[config.mk]
export PLATFORM = sky130hd
export DESIGN_NAME = mua_mac_unit
export DESIGN_NICKNAME = d
export VERILOG_FILES = /design/src/rtl/mua_pkg.sv /design/src/rtl/mua_mul_if.sv /design/src/rtl/mua_mul.sv /design/src/rtl/mua_mac_unit.sv
export SDC_FILE = /design/constraint.sdc
export NUM_CORES = 2
export LEC_CHECK = 0
export BUFFER_PORTS_ARGS = -buffer_cell sky130_fd_sc_hd__buf_2
export CAP_MARGIN = 20
export CORE_MARGIN = 1
export CORE_UTILIZATION = 35
export CTS_BUF_LIST = sky130_fd_sc_hd__clkbuf_4
export DETAILED_ROUTE_END_ITERATION = 6
export PLACE_DENSITY_LB_ADDON = 0.2
export RECOVER_POWER = 50
export SYNTH_ARGS = -nofsm -noshare
export SYNTH_HDL_FRONTEND = slang
export SYNTH_HIERARCHICAL = 1
export SYNTH_SLANG_ARGS = --single-unit
export TNS_END_PERCENT = 1
[constraint.sdc]
create_clock -name clock_i -period 10.36 [get_ports clock_i]
set_input_delay 1.554 -clock clock_i [delete_from_list [all_inputs] [get_ports clock_i]]
set_output_delay 1.554 -clock clock_i [all_outputs]
set_load 0.005 [all_outputs]
[src/rtl/mua_pkg.sv]
// constants, field layout and types shared by the multiply-accumulate unit
package mua_pkg;
	// datapath widths
	localparam int ACC_W = 40;
	localparam int DATA_W = 16;
	localparam int OPR_W = 17;
	localparam int PROD_W = 32;
	localparam int RAW_W = 34;
	localparam int SUM_W = 41;
	localparam int INSTR_W = 32;
	localparam int NUM_ACC = 4;
	localparam int NUM_TMP = 4;
	localparam int SEL_W = 2;
	localparam int SIZE_W = 3;

	// first opcode byte patterns; the 7-bit ones leave the E bit out
	localparam logic [6:0] OP_ACC_T = 7'h2B;
	localparam logic [6:0] OP_SWAP = 7'h2C;
	localparam logic [6:0] OP_IMM8 = 7'h0F;
	localparam logic [7:0] OP_IMM16 = 8'h79;
	localparam logic [7:0] OP_COEF = 8'hD1;
	localparam logic [1:0] COEF_TAG = 2'h1;

	// field positions inside the left-aligned instruction word
	localparam int POS_E = 24;
	localparam int POS_R_DST = 22;
	localparam int POS_R_SRC = 20;
	localparam int POS_R_TMP = 18;
	localparam int POS_R_TAG = 17;
	localparam int POS_R_RND = 16;
	localparam int POS_IMM8 = 16;
	localparam int POS_B2_SRC = 14;
	localparam int POS_B2_DST = 12;
	localparam int POS_B2_TMP = 10;
	localparam int POS_B2_TAG = 9;
	localparam int POS_B2_RND = 8;
	localparam int POS_IMM16 = 8;
	localparam int POS_B3_SRC = 6;
	localparam int POS_B3_DST = 4;
	localparam int POS_B3_TMP = 2;
	localparam int POS_B3_TAG = 1;
	localparam int POS_B3_RND = 0;
	localparam int POS_C_STORE = 15;
	localparam int POS_C_RND = 14;
	localparam int POS_C_DST = 12;
	localparam int POS_C_TAG = 10;

	// instruction sizes in bytes
	localparam logic [2:0] SIZE_REG = 3'h2;
	localparam logic [2:0] SIZE_IMM8 = 3'h3;
	localparam logic [2:0] SIZE_IMM16 = 3'h4;
	localparam logic [2:0] SIZE_COEF = 3'h3;

	// arithmetic constants and reset values
	localparam logic [SUM_W-1:0] ROUND_ADD = 41'h00000008000;
	localparam logic [ACC_W-1:0] SAT32_POS = 40'h007FFFFFFF;
	localparam logic [ACC_W-1:0] SAT32_NEG = 40'hFF80000000;
	localparam logic [ACC_W-1:0] SAT40_POS = 40'h7FFFFFFFFF;
	localparam logic [ACC_W-1:0] SAT40_NEG = 40'h8000000000;
	localparam logic [PROD_W-1:0] MUL_SAT = 32'h7FFFFFFF;
	localparam logic [OPR_W-1:0] MUL_OVF_OPR = 17'h18000;
	localparam logic [DATA_W-1:0] RND_TIE = 16'h8000;
	localparam logic [ACC_W-1:0] ACC_RST = 40'h0000000000;
	localparam logic [DATA_W-1:0] TMP_RST = 16'h0000;
	localparam logic [SEL_W-1:0] TMP3_IDX = 2'h3;

	typedef enum logic [2:0] {
		form_none,
		form_acc_t,
		form_swap,
		form_imm8,
		form_imm16,
		form_coef
	} mua_form_e;
endpackage

[src/rtl/mua_mul_if.sv]
// operand and product carrier between the accumulate core and the multiplier
interface mua_mul_if;
	logic signed [16:0] opr_a;
	logic signed [16:0] opr_b;
	logic frac_en;
	logic psat_en;
	logic [31:0] product;
	logic mul_ovf;
	modport core (output opr_a, output opr_b, output frac_en, output psat_en, input product, input mul_ovf);
	modport mul (input opr_a, input opr_b, input frac_en, input psat_en, output product, output mul_ovf);
endinterface

[src/rtl/mua_mul.sv]
// 17x17 signed multiplier with fractional shift and product saturation
module mua_mul (
	mua_mul_if.mul m
);
	logic signed [mua_pkg::RAW_W-1:0] raw;
	logic [mua_pkg::RAW_W-1:0] shifted;

	// for sign-extended 16-bit operands only (-1.0)*(-1.0) in fractional form leaves the 32-bit range
	always_comb begin
		raw = m.opr_a * m.opr_b;
		shifted = m.frac_en ? {raw[mua_pkg::RAW_W-2:0], 1'b0} : raw;
		m.mul_ovf = m.frac_en && (m.opr_a == mua_pkg::MUL_OVF_OPR) && (m.opr_b == mua_pkg::MUL_OVF_OPR);
		m.product = (m.psat_en && m.mul_ovf) ? mua_pkg::MUL_SAT : shifted[mua_pkg::PROD_W-1:0];
	end
endmodule

[src/rtl/mua_mac_unit.sv]
// multiply-accumulate unit: decode, accumulate, round, saturate, flags
module mua_mac_unit (
	input wire logic clock_i,
	input wire logic resetn_i,
	input wire logic instr_valid_i,
	input wire logic [31:0] instr_i,
	input wire logic [15:0] smem_data_i,
	input wire logic [15:0] coeff_data_i,
	input wire logic coeff_external_i,
	input wire logic fractional_mode_i,
	input wire logic mult_saturate_mode_i,
	input wire logic round_mode_i,
	input wire logic wide_overflow_mode_i,
	input wire logic datapath_saturate_enable_i,
	input wire logic legacy_compat_mode_i,
	input wire logic [3:0] ovf_clear_i,
	input wire logic reg_wr_i,
	input wire logic reg_wr_acc_i,
	input wire logic [1:0] reg_wr_idx_i,
	input wire logic [39:0] reg_wr_data_i,
	output logic [3:0][39:0] acc_o,
	output logic [3:0][15:0] temp_o,
	output logic [3:0] ovf_flag_o,
	output logic done_o,
	output logic illegal_o,
	output logic bus_error_o,
	output logic paired_o,
	output logic [2:0] size_o,
	output logic legacy_exact_o
);
	mua_mul_if mif ();

	mua_pkg::mua_form_e form;
	logic [1:0] src_sel;
	logic [1:0] dst_sel;
	logic [1:0] tmp_sel;
	logic rnd;
	logic store_tmp3;
	logic e_bit;
	logic [2:0] next_size;
	logic exec;
	logic berr;
	logic [39:0] addend;
	logic [39:0] prod40;
	logic [40:0] wide;
	logic [39:0] rounded;
	logic ovf;
	logic [39:0] result;
	logic [3:0] ovf_set;

	// widen a 16-bit word to a 17-bit signed multiplier operand
	function automatic logic [16:0] sext17(input logic [15:0] v);
		sext17 = {v[15], v};
	endfunction

	mua_mul u_mul (
		.m(mif.mul)
	);

	// opcode recognition; a wrong tag bit means the word is not ours
	always_comb begin
		form = mua_pkg::form_none;
		src_sel = 2'h0;
		dst_sel = 2'h0;
		tmp_sel = 2'h0;
		rnd = 1'b0;
		store_tmp3 = 1'b0;
		e_bit = instr_i[mua_pkg::POS_E];
		next_size = 3'h0;
		if (instr_i[31:25] == mua_pkg::OP_ACC_T && !instr_i[mua_pkg::POS_R_TAG]) begin
			form = mua_pkg::form_acc_t;
		end else if (instr_i[31:25] == mua_pkg::OP_SWAP && instr_i[mua_pkg::POS_R_TAG]) begin
			form = mua_pkg::form_swap;
		end else if (instr_i[31:25] == mua_pkg::OP_IMM8 && instr_i[mua_pkg::POS_B2_TAG]) begin
			form = mua_pkg::form_imm8;
		end else if (instr_i[31:24] == mua_pkg::OP_IMM16 && instr_i[mua_pkg::POS_B3_TAG]) begin
			form = mua_pkg::form_imm16;
		end else if (instr_i[31:24] == mua_pkg::OP_COEF && instr_i[mua_pkg::POS_C_TAG +: 2] == mua_pkg::COEF_TAG) begin
			form = mua_pkg::form_coef;
		end
		unique case (form)
			mua_pkg::form_acc_t, mua_pkg::form_swap: begin
				dst_sel = instr_i[mua_pkg::POS_R_DST +: 2];
				src_sel = instr_i[mua_pkg::POS_R_SRC +: 2];
				tmp_sel = instr_i[mua_pkg::POS_R_TMP +: 2];
				rnd = instr_i[mua_pkg::POS_R_RND];
				next_size = mua_pkg::SIZE_REG;
			end
			mua_pkg::form_imm8: begin
				src_sel = instr_i[mua_pkg::POS_B2_SRC +: 2];
				dst_sel = instr_i[mua_pkg::POS_B2_DST +: 2];
				tmp_sel = instr_i[mua_pkg::POS_B2_TMP +: 2];
				rnd = instr_i[mua_pkg::POS_B2_RND];
				next_size = mua_pkg::SIZE_IMM8;
			end
			mua_pkg::form_imm16: begin
				src_sel = instr_i[mua_pkg::POS_B3_SRC +: 2];
				dst_sel = instr_i[mua_pkg::POS_B3_DST +: 2];
				tmp_sel = instr_i[mua_pkg::POS_B3_TMP +: 2];
				rnd = instr_i[mua_pkg::POS_B3_RND];
				next_size = mua_pkg::SIZE_IMM16;
				e_bit = 1'b0;
			end
			mua_pkg::form_coef: begin
				dst_sel = instr_i[mua_pkg::POS_C_DST +: 2];
				src_sel = instr_i[mua_pkg::POS_C_DST +: 2];
				rnd = instr_i[mua_pkg::POS_C_RND];
				store_tmp3 = instr_i[mua_pkg::POS_C_STORE];
				next_size = mua_pkg::SIZE_COEF;
				e_bit = 1'b0;
			end
			mua_pkg::form_none: begin
				e_bit = 1'b0;
			end
		endcase
	end

	// coefficient bus reaches internal memory only; an external hit aborts
	assign berr = instr_valid_i && (form == mua_pkg::form_coef) && coeff_external_i;
	// no busy state, so a repeated instruction executes every cycle
	assign exec = instr_valid_i && (form != mua_pkg::form_none) && !berr;

	// multiplier operand steering per form
	always_comb begin
		mif.opr_a = sext17(temp_o[tmp_sel]);
		mif.opr_b = sext17(temp_o[tmp_sel]);
		addend = acc_o[src_sel];
		unique case (form)
			mua_pkg::form_acc_t: begin
				mif.opr_a = acc_o[src_sel][32:16];
				addend = acc_o[dst_sel];
			end
			mua_pkg::form_swap: begin
				mif.opr_a = acc_o[dst_sel][32:16];
				addend = acc_o[src_sel];
			end
			mua_pkg::form_imm8: begin
				mif.opr_b = {{9{instr_i[mua_pkg::POS_IMM8 + 7]}}, instr_i[mua_pkg::POS_IMM8 +: 8]};
			end
			mua_pkg::form_imm16: begin
				mif.opr_b = sext17(instr_i[mua_pkg::POS_IMM16 +: 16]);
			end
			mua_pkg::form_coef: begin
				mif.opr_a = sext17(smem_data_i);
				mif.opr_b = sext17(coeff_data_i);
				addend = acc_o[dst_sel];
			end
			mua_pkg::form_none: begin
				addend = acc_o[src_sel];
			end
		endcase
		mif.frac_en = fractional_mode_i;
		mif.psat_en = mult_saturate_mode_i;
	end

	// add, round and check; one extra bit keeps the true sign for saturation
	always_comb begin
		prod40 = {{8{mif.product[31]}}, mif.product};
		wide = {addend[39], addend} + {prod40[39], prod40} + (rnd ? mua_pkg::ROUND_ADD : 41'h00000000000);
		rounded = wide[39:0];
		if (rnd) begin
			rounded[15:0] = 16'h0000;
			// convergent mode breaks exact ties toward even
			if (round_mode_i && (addend[15:0] + prod40[15:0]) == mua_pkg::RND_TIE) begin
				rounded[16] = 1'b0;
			end
		end
		// narrow mode checks bit 31, which keeps legacy results unchanged
		if (wide_overflow_mode_i) begin
			ovf = wide[40] != wide[39];
		end else begin
			ovf = !((&wide[40:31]) || !(|wide[40:31]));
		end
		result = rounded;
		if (ovf && datapath_saturate_enable_i) begin
			if (wide_overflow_mode_i) begin
				result = wide[40] ? mua_pkg::SAT40_NEG : mua_pkg::SAT40_POS;
			end else begin
				result = wide[40] ? mua_pkg::SAT32_NEG : mua_pkg::SAT32_POS;
			end
		end
	end

	// accumulators; execution wins over a same-cycle register write
	always_ff @(posedge clock_i or negedge resetn_i) begin
		if (!resetn_i) begin
			acc_o <= '{default: mua_pkg::ACC_RST};
		end else begin
			if (reg_wr_i && reg_wr_acc_i && !(exec && reg_wr_idx_i == dst_sel)) begin
				acc_o[reg_wr_idx_i] <= reg_wr_data_i;
			end
			if (exec) begin
				acc_o[dst_sel] <= result;
			end
		end
	end

	// temporary registers with the optional memory-operand copy
	always_ff @(posedge clock_i or negedge resetn_i) begin
		if (!resetn_i) begin
			temp_o <= '{default: mua_pkg::TMP_RST};
		end else begin
			if (reg_wr_i && !reg_wr_acc_i && !(exec && store_tmp3 && reg_wr_idx_i == mua_pkg::TMP3_IDX)) begin
				temp_o[reg_wr_idx_i] <= reg_wr_data_i[15:0];
			end
			if (exec && store_tmp3) begin
				temp_o[mua_pkg::TMP3_IDX] <= smem_data_i;
			end
		end
	end

	// overflow set strobes, one per accumulator
	generate
		for (genvar i = 0; i < mua_pkg::NUM_ACC; i++) begin : g_flag
			assign ovf_set[i] = exec && ovf && (dst_sel == 2'(i));
		end
	endgenerate

	// sticky overflow flags; one process so the flag word has a single driver
	always_ff @(posedge clock_i or negedge resetn_i) begin
		if (!resetn_i) begin
			ovf_flag_o <= 4'h0;
		end else begin
			ovf_flag_o <= (ovf_flag_o & ~ovf_clear_i) | ovf_set; // set wins over clear
		end
	end

	// per-instruction status pulses
	always_ff @(posedge clock_i or negedge resetn_i) begin
		if (!resetn_i) begin
			done_o <= 1'b0;
			illegal_o <= 1'b0;
			bus_error_o <= 1'b0;
			paired_o <= 1'b0;
			size_o <= 3'h0;
			legacy_exact_o <= 1'b0;
		end else begin
			done_o <= exec;
			illegal_o <= instr_valid_i && (form == mua_pkg::form_none);
			bus_error_o <= berr;
			paired_o <= exec && e_bit;
			size_o <= exec ? next_size : 3'h0;
			legacy_exact_o <= exec && legacy_compat_mode_i && !wide_overflow_mode_i;
		end
	end

	logic signed [33:0] chk_acct;
	logic signed [33:0] chk_swap;
	assign chk_acct = $signed(acc_o[src_sel][32:16]) * $signed(sext17(temp_o[tmp_sel]));
	assign chk_swap = $signed(acc_o[dst_sel][32:16]) * $signed(sext17(temp_o[tmp_sel]));
	logic signed [33:0] chk_coef;
	logic [1:0] chk_dst_q;
	assign chk_coef = $signed(sext17(smem_data_i)) * $signed(sext17(coeff_data_i));
	// destination one cycle back, so a later clear is matched to the right flag
	always_ff @(posedge clock_i or negedge resetn_i) begin
		if (!resetn_i) begin
			chk_dst_q <= 2'h0;
		end else begin
			chk_dst_q <= dst_sel;
		end
	end
endmodule

### Yosys cells after proc, flatten, opt, wreduce, memory -nomap -nowiden

Cells that the tools add are included.

* flip-flop bits (word level): 236
* output and inout bits: 236
* word-level logic and storage cells: 144
* input port bits: 122

* eq/ne operators: 20
* add/sub/neg operators: 3
* reduce and logical (&&, ||, !) cells: 51
* multipliers: 1
* multiplexer cells: 45
* bitwise operators: 3
* order comparisons: 6

Operators with widths (count)
* two-way mux 40 bit: 9
* bitwise mux 160 bit: 2
* two-way mux 160 bit: 2
* binary-select mux 40 bit (select 2 bit): 2
* demux 40 bit (select 2 bit): 2
* one-hot mux 17 bit (3 select lines): 2
* bitwise mux 64 bit: 1
* two-way mux 16 bit: 4
* two-way mux 32 bit: 2
* two-way mux 64 bit: 1
* adder 40 x 32 -> 41 bit: 1
* adder 41 x 16 -> 41 bit: 1
* equality test 17 bit (second input constant): 2
* binary-select mux 16 bit (select 2 bit): 1
* demux 16 bit (select 2 bit): 1
* logical AND 1 bit: 32
* multiplier 17 x 17 -> 32 bit: 1
* two-way mux 3 bit: 6
* two-way mux 17 bit: 1
* adder 16 bit: 1
* equality test 16 bit (second input constant): 1
* equality test 7 x 6 -> 1 bit (second input constant): 2
* less-than comparator 2 x 3 -> 1 bit (second input constant): 4
* one-hot mux 2 bit (3 select lines): 2
* other kinds (28): 46

### Depth between registers and ports, before layout

* depth after elaboration: 29
* mapped depth: 56
* gate-level depth less buffers: 52

### By module

Netlist, hierarchy kept.

By module, submodules not included
* mua_mac_unit: area each 19127.1 sq um, cells an instance 2472, times used 1, seq. area each 5905.7 sq um
* mua_mul: area each 11129.4 sq um, cells an instance 1264, times used 1, seq. area each 0.0 sq um

### Worst setup path after synthesis

No wires, ideal clock.

* path kind: input-to-reg
* from: input instr_i[25]
* to: register acc_o[12] (netlist bit)
* library setup time: 0.142 ns
* setup slack: -3.350 ns
* stages on the path: 50
* arrival: 13.568 ns
* required time: 10.218 ns
* buffers on the path: 6
* cells stage by stage: or2_2 -> or4_1 -> nand2_1 -> nand2_1 -> and4_1 -> clkbuf_1 -> clkbuf_1 -> clkbuf_1 -> nand2_1 -> nand2_1 -> o21ai_0 -> o221ai_1 -> clkbuf_1 -> nand2_1 -> inv_1 -> fa_1 -> inv_1 -> fa_1 -> (+14 left out) -> ha_1 -> clkbuf_1 -> a21oi_1 -> o21ai_0 -> a21oi_1 -> o211ai_1 -> a21oi_1 -> o21bai_1 -> a21oi_1 -> xnor2_1 -> ha_1 -> nand3b_1 -> or4b_4 -> nor4_4 -> o31ai_4 -> a21oi_1 -> buf_2 -> a22oi_1

* longest elaborated chain between the ends: 29
* elaborated cells on any way between the ends: 78
* classes of those cells: add/sub (2); mul (1); order compare (2); eq/ne (14); mux (32); reduce/logical (27)

Ends and longest elaborated chain
* from (decl): RTL line mua_mac_unit.sv:6 `input wire logic [31:0] instr_i,`
* equality test 8 bit: RTL line mua_mac_unit.sv:78 `end else if (instr_i[31:24] == mua_pkg::OP_COEF && instr_i[mua_pkg::POS_C_TAG +: 2] == mua_pkg::COEF_TAG) begi ...`
* logical AND 1 bit: RTL line mua_mac_unit.sv:78
* two-way mux 3 bit: RTL line mua_mac_unit.sv:78
* two-way mux 3 bit: RTL line mua_mac_unit.sv:76 `end else if (instr_i[31:24] == mua_pkg::OP_IMM16 && instr_i[mua_pkg::POS_B3_TAG]) begin`
* two-way mux 3 bit: RTL line mua_mac_unit.sv:74 `end else if (instr_i[31:25] == mua_pkg::OP_IMM8 && instr_i[mua_pkg::POS_B2_TAG]) begin`
* two-way mux 3 bit: RTL line mua_mac_unit.sv:72 `end else if (instr_i[31:25] == mua_pkg::OP_SWAP && instr_i[mua_pkg::POS_R_TAG]) begin`
* two-way mux 3 bit *: RTL line mua_mac_unit.sv:70 `if (instr_i[31:25] == mua_pkg::OP_ACC_T && !instr_i[mua_pkg::POS_R_TAG]) begin`
* equality test 3 x 2 -> 1 bit, or another cell as far along: RTL line mua_mac_unit.sv:81, mua_mac_unit.sv:128
* (+5 left out)
* named net mif.opr_a[16]: RTL line mua_mul_if.sv:3 `logic signed [16:0] opr_a;`
* (+5 left out)
* named net mif.product[31]: RTL line mua_mul_if.sv:7 `logic [31:0] product;`
* (+3 left out)
* zero test 1 bit: RTL line mua_mac_unit.sv:172 `ovf = !((&wide[40:31]) || !(|wide[40:31]));`
* logical OR 1 bit: RTL line mua_mac_unit.sv:172
* zero test 1 bit: RTL line mua_mac_unit.sv:172
* two-way mux 1 bit: RTL line mua_mac_unit.sv:169 `if (wide_overflow_mode_i) begin`
* logical AND 1 bit: RTL line mua_mac_unit.sv:175 `if (ovf && datapath_saturate_enable_i) begin`
* two-way mux 40 bit *: RTL line mua_mac_unit.sv:175
* bitwise mux 160 bit *: RTL line mua_mac_unit.sv:193 `acc_o[dst_sel] <= result;`
* two-way mux 160 bit *: RTL line mua_mac_unit.sv:192 `if (exec) begin`
* to (signal, indexed assignment): RTL line mua_mac_unit.sv:190 `acc_o[reg_wr_idx_i] <= reg_wr_data_i;`
* to (signal, indexed assignment): RTL line mua_mac_unit.sv:193
* to (decl): RTL line mua_mac_unit.sv:21 `output logic [3:0][39:0] acc_o,`

Mark *: on every way through the listed nets, which the timed path passes. The select of a mux whose other input is x is not followed.
A chain may end at the register's enable or synchronous reset.

### Worst setup path after layout

* from: input instr_i[25]
* to: register acc_o[144] (netlist bit)

The elaborated chain is that of the path after synthesis.

==> impl_metrics.toml <==
[setup_path]
critPathMaxFanout = 19
worst_path_max_delay_cell = "or4_4"
worstPathArrival_ns = 13.58
cp.required_ns = 10.96
crit_path_frequent_cell = "buf_4"
critPathCaptureType = "flop"
crit_path_start_kind = "input port"
crit_path_max_incr_delay_ns = 0.55
worstSetupPathType = "in2reg"

[sta]
relSlewSlack = -3.55
hold_violations = 0
fmax_mhz = 77.1
rsz0062_at_grt = "yes"
skew_ns = 0.0915
finalCriticalPeriod_ns = 12.98
finalMaxSlewViolations = 239
min_period_over_period = 1.25
tightest_slew_ns = 6.82
finalSetupTns_ns = -410.54
final-setup-viol-count = 164
layout_setup_ws_ns = -2.62

[place]
dp_hpwl_um = 106000
gp_congestion = 0.945
port_buffers = 357
dp.cells = 5794
preCtsSetupSlack_ns = -3.82

[cts]
clk_latency_ns = 0.86
cts_tree = "yes"
cts_sinks = 236
clock_path_buffers = 3
cts.clk_slew.worst_paths_ns = 0.07
htree_levels = 3
cts_buffers = 70
cts_root_buffer = "clkbuf_4"

[synth]
ys.warnings.count = 6
syn_avg_cell_area_um2 = 8.10
synth_cells = 3735
synth_nets = 4317
synth_area_um2 = 30200

[global_routing]
grt_pass1_vias = 31300
grt_use_met2 = 0.478
grtUsageMet3 = 0.0489
top_usage_layer = "met2"
grt_use_total = 0.303
grt_max_degree = 122
gr-total-overflow = 0
antenna_found_initial = 6
grt_use_met1 = 0.419
grt_pass1_wl_um = 198000

[floorplan]
initial_utilization = 0.354
rows = 107
coreArea_um2 = 85400
die_w_um = 296
ios = 358
die_area_um2 = 87600
die_height_um = 296

[route]
drtIter0Drc = 2863
antenna_left = 0
vias_per_cell = 5.36
drc_errors = 0
drt-pass1-iter-count = 5
drt_wl_total_um = 134000
vias = 31900
wire_per_inst_um = 22.6

[layout]
final_cell_mix = "808 x nand2_1, 736 x buf_4, 355 x buf_2"
area_growth_pct = 35.7
nFillCells = 8517
stdcell_count = 5942
fin_util = 0.480
final_common_cell = "nand2_1"
nets = 5324
drive_gt1_frac = 0.312

[outcome]
status = "finished with violations"
violations = "max-capacitance violations, max-slew violations, negative setup slack"

[worst_hold_path]
hp-class = "reg2reg"

[job]
cap_violations = 2
-- area by class of cell --
cell class	instances	area, um2	share of cell area
clock inverter	18	149	0.00363
timing repair buffer	1162	8490	0.207
tap	1144	1430	0.0349
antenna	7	17.5	0.000427
clock buffer	103	773	0.0188
sequential	236	5910	0.144
inverter	338	1270	0.0309
multi-input combinational	2934	23000	0.561
-- worst max-delay path, delay by kind of cell --
family                     cells  cell delay [ns]
adders and majority gates     10             3.93
and+or+nand+nor               11             2.94
AOI/OAI and AO/OA             16             2.74
buffers and inverters         16             2.24
xor gates and xnor gates       1             0.14
-- sequential cells by signal, summed over array words and instances (netlist names) --
register,count
acc_o,160
bus_error_o,1
done_o,1
illegal_o,1
legacy_exact_o,1
ovf_flag_o,4
paired_o,1
size_o,3
temp_o,64
-- layer usage --
metal	wire length, um	share of wire
met1	57700	0.43
met4	4570	0.034
met5	13	0.000097
met3	10700	0.079
met2	61100	0.46
-- final timing paths --
path	from	to	slack (ns)	depth (start not counted)
max	instr_i[25]	acc_o[144]$_DFF_PN0_	-2.62	54
min	ovf_flag_o[1]$_DFF_PN0_	ovf_flag_o[1]$_DFF_PN0_	0.54	2
max reg2reg	temp_o[4]$_DFFE_PN0P_	acc_o[144]$_DFF_PN0_	-0.89	47
min reg2reg	ovf_flag_o[1]$_DFF_PN0_	ovf_flag_o[1]$_DFF_PN0_	0.54	2
max in group asynchronous	resetn_i	acc_o[30]$_DFF_PN0_	1.21	2
min in group asynchronous	resetn_i	temp_o[37]$_DFFE_PN0P_	3.28	1
-- what timing repair did --
| action | CTS | global route |
|---|---|---|
| buffers inserted | 17 | 1 |
| cloned | 1 | 0 |
| pin swaps | 22 | 10 |
| gates resized for setup | 55 | 29 |
| endpoints found under the setup margin | 164 | 164 |
| hold buffers | 0 | 0 |
-- stage by stage --
stage | cell area [um2] | hold WS (ns)
floorplan | 30900 | 0.528
global placement | 39600 | 0.513
detailed placement | 39600 | 0.525
CTS | 40900 | 0.538
global route | 41000 | 0.563
finish | 41000 | 0.537
Power is not shown: default switching activity piles up to over one toggle a cycle in this logic, so the estimate is an artifact.
